**src/include/gpio_pkg.sv**
```systemverilog
// Functional notes
// - six pins, pin three input only
// - direction one is input, zero drives latch
// - pin three direction always reads one
// - port read gives pins, write is read-modify-write
// - reset pin enabled makes pin three read zero
// - analog pins read zero, never raise change
// - analog select leaves output driving untouched
// - analog select kills input, pull-up, change detect
// - analog bits map pins; bit two variant only
// - adc clock select field encodes divisors
// - per-pin pull-up enables, except pin three
// - output direction forces pull-up off
// - global pull-up control gates all but pin three; off at power-on
// - pin three pull-up follows reset pin use
// - per-pin change enables, cleared at power-on
// - enabled pins compared with last read, ORed
// - change flag can wake from sleep
// - mismatch keeps setting flag until port accessed
// - last-read latch survives warm resets
// - change during port access may be missed
// - crystal modes force bits five, four to one
package gpio_pkg;
  localparam int NUM_PINS = 6;
  localparam int INPUT_ONLY_PIN = 3;
  // register byte offsets on the bus
  localparam logic [7:0] OFF_PORT = 8'h00;
  localparam logic [7:0] OFF_DIR = 8'h04;
  localparam logic [7:0] OFF_ANALOG_SELECT = 8'h08;
  localparam logic [7:0] OFF_PULLUP = 8'h0c;
  localparam logic [7:0] OFF_IOC = 8'h10;
  localparam logic [7:0] OFF_CTRL = 8'h14;
  // values after reset
  localparam logic [5:0] DIR_RST = 6'h3f;
  localparam logic [3:0] ANALOG_SELECT_RST = 4'hf;
  localparam logic [2:0] ADCCLK_RST = 3'h0;
  localparam logic [5:0] PULLUP_RST = 6'h37;
  localparam logic [5:0] IOC_RST = 6'h00;
  localparam logic [5:0] LATCH_RST = 6'h00;
  localparam logic PULLOFF_RST = 1'b1;
  localparam logic GIE_RST = 1'b0;
  // field positions
  localparam int ADCCLK_LSB = 4;
  localparam int KEEP_LSB = 8;
  localparam int CTRL_FLAG_BIT = 0;
  localparam int CTRL_PULLOFF_BIT = 1;
  localparam int CTRL_GIE_BIT = 2;
  localparam logic [5:0] OSC_PIN_MASK = 6'h30;
  localparam logic [5:0] PIN3_MASK = 6'h08;
  // adc clock select codes
  localparam logic [2:0] ADCS_DIV2 = 3'h0;
  localparam logic [2:0] ADCS_DIV8 = 3'h1;
  localparam logic [2:0] ADCS_DIV32 = 3'h2;
  localparam logic [2:0] ADCS_DIV4 = 3'h4;
  localparam logic [2:0] ADCS_DIV16 = 3'h5;
  localparam logic [2:0] ADCS_DIV64 = 3'h6;

  // divisor of the system clock; zero means the dedicated rc clock
  function automatic logic [6:0] adcDivisor(input logic [2:0] sel);
    logic [6:0] d;
    d = 7'h00;
    case (sel)
      ADCS_DIV2: d = 7'h02;
      ADCS_DIV8: d = 7'h08;
      ADCS_DIV32: d = 7'h20;
      ADCS_DIV4: d = 7'h04;
      ADCS_DIV16: d = 7'h10;
      ADCS_DIV64: d = 7'h40;
      default: d = 7'h00;
    endcase
    return d;
  endfunction : adcDivisor
endpackage : gpio_pkg

```
**src/hdl/six_pin_io_port.sv**
```systemverilog
module six_pin_io_port #(
  parameter bit ADC_VARIANT = 1'b1 // variant with adc and clock field
) (
  input wire logic clk, // system clock
  input wire logic rst, // power-on reset, sync, high
  input wire logic rstWarm, // pin or brown-out reset, sync, high
  input wire logic psel, // apb select
  input wire logic penable, // apb enable
  input wire logic pwrite, // apb direction
  input wire logic [7:0] paddr, // apb byte address
  input wire logic [31:0] pwdata, // apb write data
  output logic [31:0] prdata, // apb read data
  output logic pready, // apb ready
  output logic pslverr, // apb error on unmapped address
  input wire logic resetPinEnable, // pin three is external reset
  input wire logic crystalMode, // crystal oscillator on pins five, four
  input wire logic [gpio_pkg::NUM_PINS-1:0] pinIn, // pin levels, async
  output logic [gpio_pkg::NUM_PINS-1:0] pinOut, // output latch to pads
  output logic [gpio_pkg::NUM_PINS-1:0] pinOe, // pad driver enables
  output logic [gpio_pkg::NUM_PINS-1:0] pullupOn, // weak pull-up enables
  output logic [6:0] adcClockDivide, // adc clock divisor, 0 = rc
  output logic adcUseRcClock, // adc runs on rc clock
  output logic changeIrq, // change interrupt request
  output logic wakeRequest // wake from sleep
);
  import gpio_pkg::*;

  logic [5:0] pinSync1_r;
  logic [5:0] pinSync2_r;
  logic [5:0] latch_r;
  logic [5:0] dir_r;
  logic [3:0] analog_select_r;
  logic [2:0] adcClk_r;
  logic [5:0] pullup_r;
  logic [5:0] ioc_r;
  logic [5:0] lastRead_r;
  logic flag_r;
  logic pullOff_r;
  logic gie_r;
  logic [31:0] rdata_r;
  logic err_r;
  logic [5:0] analogPin;
  logic [5:0] portRead;
  logic [5:0] dirEff;
  logic [5:0] mismatch;
  logic [5:0] oscForce;
  logic setupPh;
  logic accessPh;
  logic wrEn;
  logic portAccess;
  logic [31:0] rdMux;
  logic mapped;

  // two-stage synchroniser; stage one is read only by stage two
  always_ff @(posedge clk)
  begin
    pinSync1_r <= pinIn;
    pinSync2_r <= pinSync1_r;
  end

  // analog pin map: channel three sits on pin four
  assign analogPin = {1'b0, analog_select_r[3], 1'b0, analog_select_r[2] & ADC_VARIANT,
    analog_select_r[1], analog_select_r[0]};
  assign oscForce = crystalMode ? OSC_PIN_MASK : 6'h00;
  assign dirEff = dir_r | PIN3_MASK | oscForce;

  // digital input path, masked by analog and reset-pin use
  always_comb
  begin
    portRead = pinSync2_r & ~analogPin;
    if (resetPinEnable)
    begin
      portRead[INPUT_ONLY_PIN] = 1'b0;
    end
  end

  // pads: analog select has no say over the driver
  assign pinOut = latch_r;
  assign pinOe = ~dirEff;

  // pull-ups: off for outputs, analog pins or global disable; pin three follows reset pin use only
  always_comb
  begin
    pullupOn = pullup_r & dirEff & ~analogPin & {6{~pullOff_r}};
    pullupOn[INPUT_ONLY_PIN] = resetPinEnable;
  end

  assign adcClockDivide = adcDivisor(adcClk_r);
  assign adcUseRcClock = (adcDivisor(adcClk_r) == 7'h00);

  // bus phases
  assign setupPh = psel & ~penable;
  assign accessPh = psel & penable;
  assign wrEn = accessPh & pwrite & ~err_r;
  assign portAccess = accessPh & ~err_r & (paddr == OFF_PORT);
  assign pready = accessPh;
  assign prdata = rdata_r;
  assign pslverr = accessPh & err_r;

  // read mux with forced bits applied
  always_comb
  begin
    rdMux = 32'h0;
    mapped = 1'b1;
    case (paddr)
      OFF_PORT: rdMux[5:0] = portRead;
      OFF_DIR: rdMux[5:0] = dirEff;
      OFF_ANALOG_SELECT:
      begin
        rdMux[3:0] = {analog_select_r[3], analog_select_r[2] & ADC_VARIANT, analog_select_r[1:0]};
        rdMux[ADCCLK_LSB +: 3] = ADC_VARIANT ? adcClk_r : 3'h0;
      end
      OFF_PULLUP: rdMux[5:0] = (pullup_r & ~PIN3_MASK) | oscForce;
      OFF_IOC: rdMux[5:0] = ioc_r | oscForce;
      OFF_CTRL:
      begin
        rdMux[CTRL_FLAG_BIT] = flag_r;
        rdMux[CTRL_PULLOFF_BIT] = pullOff_r;
        rdMux[CTRL_GIE_BIT] = gie_r;
      end
      default: mapped = 1'b0;
    endcase
  end

  // read data and error captured in setup so they come from flops
  always_ff @(posedge clk)
  begin
    if (rst)
    begin
      rdata_r <= 32'h0;
      err_r <= 1'b0;
    end
    else if (setupPh)
    begin
      rdata_r <= pwrite ? 32'h0 : rdMux;
      err_r <= ~mapped;
    end
  end

  // output latch: keep mask bits take the pin level
  always_ff @(posedge clk)
  begin
    if (rst | rstWarm)
    begin
      latch_r <= LATCH_RST;
    end
    else if (wrEn & (paddr == OFF_PORT))
    begin
      latch_r <= (pwdata[5:0] & ~pwdata[KEEP_LSB +: 6])
        | (portRead & pwdata[KEEP_LSB +: 6]);
    end
  end

  // direction register
  always_ff @(posedge clk)
  begin
    if (rst | rstWarm)
    begin
      dir_r <= DIR_RST;
    end
    else if (wrEn & (paddr == OFF_DIR))
    begin
      dir_r <= pwdata[5:0];
    end
  end

  // analog select and adc clock field
  always_ff @(posedge clk)
  begin
    if (rst | rstWarm)
    begin
      analog_select_r <= ANALOG_SELECT_RST;
      adcClk_r <= ADCCLK_RST;
    end
    else if (wrEn & (paddr == OFF_ANALOG_SELECT))
    begin
      analog_select_r <= pwdata[3:0];
      adcClk_r <= ADC_VARIANT ? pwdata[ADCCLK_LSB +: 3] : ADCCLK_RST;
    end
  end

  // pull-up enables; pin three has no bit
  always_ff @(posedge clk)
  begin
    if (rst | rstWarm)
    begin
      pullup_r <= PULLUP_RST;
    end
    else if (wrEn & (paddr == OFF_PULLUP))
    begin
      pullup_r <= pwdata[5:0] & ~PIN3_MASK;
    end
  end

  // change enables, clear on every reset
  always_ff @(posedge clk)
  begin
    if (rst | rstWarm)
    begin
      ioc_r <= IOC_RST;
    end
    else if (wrEn & (paddr == OFF_IOC))
    begin
      ioc_r <= pwdata[5:0];
    end
  end

  // global controls
  always_ff @(posedge clk)
  begin
    if (rst | rstWarm)
    begin
      pullOff_r <= PULLOFF_RST;
      gie_r <= GIE_RST;
    end
    else if (wrEn & (paddr == OFF_CTRL))
    begin
      pullOff_r <= pwdata[CTRL_PULLOFF_BIT];
      gie_r <= pwdata[CTRL_GIE_BIT];
    end
  end

  // last-read latch; only power-on clears it so warm resets re-flag
  always_ff @(posedge clk)
  begin
    if (rst)
    begin
      lastRead_r <= LATCH_RST;
    end
    else if (portAccess)
    begin
      lastRead_r <= portRead;
    end
  end

  // enabled, digital pins that differ from the last read
  assign mismatch = ioc_r & ~analogPin & (portRead ^ lastRead_r);

  // flag: set wins over the write-one clear; skipped while the port is
  // accessed, a miss the hardware is allowed
  always_ff @(posedge clk)
  begin
    if (rst | rstWarm)
    begin
      flag_r <= 1'b0;
    end
    else if ((|mismatch) & ~portAccess)
    begin
      flag_r <= 1'b1;
    end
    else if (wrEn & (paddr == OFF_CTRL) & pwdata[CTRL_FLAG_BIT])
    begin
      flag_r <= 1'b0;
    end
  end

  assign wakeRequest = flag_r;
  assign changeIrq = flag_r & gie_r;
endmodule : six_pin_io_port

```
**config.mk**
```make
export PLATFORM = sky130hd
export DESIGN_NAME = six_pin_io_port
export DESIGN_NICKNAME = d
export VERILOG_FILES = /design/src/include/gpio_pkg.sv /design/src/hdl/six_pin_io_port.sv
export SDC_FILE = /design/constraint.sdc
export NUM_CORES = 1
export LEC_CHECK = 0
export BUFFER_PORTS_ARGS = -buffer_cell sky130_fd_sc_hd__buf_2
export CAP_MARGIN = 20
export CORE_MARGIN = 2
export CORE_UTILIZATION = 37
export DETAILED_ROUTE_END_ITERATION = 7
export PLACE_DENSITY = 0.59
export SLEW_MARGIN = 20
export SYNTH_ARGS = -nofsm -noshare
export SYNTH_HDL_FRONTEND = slang
export SYNTH_SLANG_ARGS = --single-unit
```
**constraint.sdc**
```tcl
create_clock -name clk -period 2.9 [get_ports clk]
set_clock_uncertainty 0.15 [all_clocks]
set_input_delay 0.145 -clock clk [delete_from_list [all_inputs] [get_ports clk]]
set_output_delay 0.145 -clock clk [all_outputs]
set_load 0.03 [all_outputs]
```
Word level (Yosys, flattened, before mapping)
Index checks and enable logic that the tools add are counted.
W data, S select, Z words.

storage, ports and cells
  bits in registers = 84
  latch bits = 0
  memory bits (writable) = 0
  bits in read-only memories = 0
  input port bits = 54
  output and inout port bits = 62
  word-level logic and storage cells = 78
  memories kept = 0

operators by class
  $add $sub $neg = 0
  multipliers = 0
  div/mod/pow operators = 0
  order comparisons = 0
  eq/ne operators = 10
  shift operators = 0
  mux-type cells = 10
  bitwise operators = 38
  reductions and logical operators = 6

operators with widths
  operator              number
  $and A6 B6 Y6         8
  $pmux W7 S6           1
  $or A6 B6 Y6          4
  $pmux W3 S6           1
  $and A1 B1 Y1         16
  $eq A8 B4 Y1 const B  2
  $eq A8 B5 Y1 const B  2
  $pmux W3 S5           1
  $not A6 Y6            2
  $reduce_or A6 Y1      2
  $eq A3 B3 Y1 const B  3
  $eq A8 B3 Y1 const B  1
  $logic_not A8 Y1      1
  $logic_not A7 Y1      1
  $mux W7               1
  $mux W6               1
  $not A5 Y6            1
  $xor A6 B6 Y6         1
  $mux W1               5
  $not A1 Y1            5
  $eq A3 B1 Y1 const B  1
  $eq A3 B2 Y1 const B  1
  $logic_not A3 Y1      1
  $reduce_bool A2 Y1    1
  $or A1 B1 Y1          1

Logic depth before layout (Yosys ltp)
  depth in word-level cells = 8
  mapped depth = 6
  mapped depth without buffers = 4

Least setup slack after synthesis
OpenSTA, ideal clock, no wires.

  kind = flip-flop to output port
  from = reg dir_r[1]
  to = out pullupOn[1] (netlist name)
  data arrival time = 1.527 ns
  required time = 2.605 ns
  path slack = 1.078 ns
  cell stages (with the launch flop) = 3
  path buffers = 0
  cells stage by stage = dfxtp_1 -> inv_1 -> nor4b_1

on the way
  longest elaborated chain between the ends = 4

RTL lines
  element                     line                    text
  from (decl)                 six_pin_io_port.sv:31   logic [5:0] dir_r;
  from (signal assigned)      six_pin_io_port.sv:163  dir_r <= pwdata[5:0];
  $or A6 B6 Y6                six_pin_io_port.sv:65   assign dirEff = dir_r | PIN3_MASK | oscForce;
  $and A6 B6 Y6 (3 in a row)  six_pin_io_port.sv:84   pullupOn = pullup_r & dirEff & ~analogPin & {6{~pullOff_r}};
  to (decl)                   six_pin_io_port.sv:20   output logic [gpio_pkg::NUM_PINS-1:0] pullupOn,

Every way passes these cells.

==> results.md <==
- Status: finished clean
- FF-to-FF path depth: 5
- Post-synthesis sequential area ratio: just under 40%
- Clock root buffer: clkbuf_8
- Hold Crit Depth: 3
- Setup_tns: 0 ps
- Final worst-path cycle share: 70.5%
- Initial antenna violation count: 0
- Nets: ~470
- Worst Hold Class: in -> reg
- Hold Fails Final Rpt: 0
- Pwr/cell area: 460 mW/mm²
- CP max FO: 12
- CTS tree: done
- Vias: roughly 2,600
- DRC Markers: 0
- Largest net degree at the start of global routing: 23
- Commonest non-fill, non-tap cell in the layout: buf_2
- Final Slew Violations: 0
- Area growth syn-to-layout: 20.8%
- CP required: roughly 3000 ps
- Int Power: about 1.2 mW
- Input/output buffers: 69
- Die Y: about 94 µm
- RSZ-0062 raised after global routing: false
- Core area: roughly 0.0078 mm²
- Initial core utilization: about two fifths
- Leak: approximately 1.6 nW
- CP startpoint: rst
- HPWL Detailed: 5910 µm
- Async SR Flop Fraction: 0%
- Data arrival, critical path: 2150 ps
- H-Tree Depth: 3
- Number of synthesized flops with an enable pin: 0
- Ys Warns: 0
- Ant diodes: 0
- DR iter-0 viols: ~130
- GPL Wtd Cong: just over 0.9
- Most frequent cells in the layout: buf_2 (69), dfxtp_1 (58), conb_1 (27)
- Global route overflow: 0
- Synth Cell Area: roughly 0.0030 mm²
- Ports: about 120
- Die area: 0.00885 mm²
- Syn_area_per_cell: 9.02 µm²
- Worst setup SP type: input port
- Row cnt: 32
- RR Startpoint: err_r
- Vias in the first global route: between 2,000 and 2,500
- Avg WL per Cell: 15.2 µm
- Router iterations before antenna repair: 5
- Clk_lat worst skew: ~340 ps
- First-pass GRT wire length: ~12,000 µm
- Detailed-route vias per instance: about 5.1
- CTS Buf Count: 9
- # setup viols final: 0
- Clock Power Share: approximately 40%
- Top_reg_cell synth: dfxtp_1
- Routed Antenna Nets: 0
- Fin crit period: ~2000 ps
- Critical path type: in -> reg
- Sw Pwr: roughly 0.47 mW
- Die Wd: about 94 µm
- Sw Share: 28.2%
- Endpoint class of the critical path: flop
- Overall routing resource usage: a little under a fifth
- Setup Fix Bufs, Post-CTS: 0
- Resize count post-CTS: 0
- Seq pwr share: roughly half
- Total routed wirelength: between 7000 and 8000 µm
- Hold WS: approximately 21 ps
- Clk slew on worst S/H paths: around 70 ps
- Syn Inst Count: 333
- Max Cap Viol: 0
- Peak Freq: approximately 490 MHz
- Post-synth cell types: 61
- VDD IR max: between 0.2 and 0.25 mV
- Min-Delay Startpoint: pwdata[12]
- Fin util: 46.4%
- Combinational power share: 11.1%
- Synth Register Bits: slightly below 60
- CTS max path bufs: 2
- Ratio of cells with drive above 1 in the final layout: between 20% and 30%
- Sink Count: between 50 and 60
-- layer usage --
metal	track usage [%]	wire, µm	share of wire (%)	up-vias
met5	0	0	0	-
met4	7.37	193	2.4	0
li1	-	-	-	1307
met2	28.9	3760	48	114
met3	4.49	470	6.0	15
met1	24.2	3470	44	1204
-- kinds of logic after synthesis --
kind of cell    after synthesis  share of synthesized area [%]
other cells                   1                          0.125
mux                          24                           8.12
compound gates               75                           16.5
flops                        58                           38.7
xor+xnor                      6                           1.75
simple gates                113                           23.2
buf+inv                      56                           11.6
-- sequential cells by signal (all words and copies together), names as in the netlist --
register,count
pullOff_r,1
analog_select_r,4
prdata,7
adcClk_r,3
wakeRequest,1
gie_r,1
pinSync2_r,6
pinSync1_r,6
ioc_r,6
dir_r,5
pullup_r,5
err_r,1
lastRead_r,6
pinOut,6
-- cells in the mapped netlist, types with 4 or more instances --
master / n / area [µm²]
a21oi_1: 22 / 110
xor2_1: 5 / 43.8
mux2i_1: 21 / 210
nand3_1: 18 / 90.1
o21ai_0: 14 / 70.1
nor2b_1: 11 / 68.8
nand2_1: 19 / 71.3
inv_1: 9 / 33.8
and2_1: 6 / 37.5
buf_2: 10 / 50.1
a211oi_1: 6 / 45.0
nor3_1: 4 / 20.0
dfxtp_1: 58 / 1160
nor3b_1: 4 / 30.0
buf_4: 29 / 218
nor2_1: 15 / 56.3
o211ai_1: 9 / 67.6
clkbuf_1: 6 / 22.5
-- final cells by class --
type                       count  area [µm²]
timing repair buffer          89         533
clock buffer                  10         138
fill                         747        4180
inverter                       9        33.8
multi-input combinational    245        1590
sequential                    58        1160
tap                          102         128
clock inverter                 6        42.5
-- through the flow --
step | std cells | cell area (µm²) | total power [mW] | setup slack [ps]
final | 519 | 3630 | 1.67 | 856
after global routing | 519 | 3630 | 1.73 | 759
after CTS | 519 | 3630 | 1.68 | 863
after detailed placement | 488 | 3300 | 0.998 | 982
after global placement | 488 | 3300 | 0.997 | 981
after floorplan | 359 | 3100 | 0.972 | 1080
-- final timing paths --
kind | to | slack (ps)
max | prdata[2] | 860
min | pinOut[4] | 20
max reg2reg | ioc_r[3] | 1200
min reg2reg | pinSync2_r[4] | 180
-- what timing repair did --
action                                 in CTS  in global routing
hold buffers                               15                  0
setup endpoints to repair                   0                  0
endpoints found under the hold margin      35                  0
-- power by group through the flow --
stage               sequential [mW]  combinational, mW  clock, mW
detailed placement            0.830              0.168          0
global placement              0.830              0.167          0
global route                  0.813              0.200      0.722
floorplan                     0.828              0.144          0
finish                        0.813              0.185      0.670
CTS                           0.812              0.183      0.683
-- critical path, stage by stage --
cell and delay, ps:
dlygate4sd3_1 530, buf_2 200, or4b_4 560, nor4b_2 450, nand3_1 160, o311ai_2 110
Power figures use the tool's default switching activity.
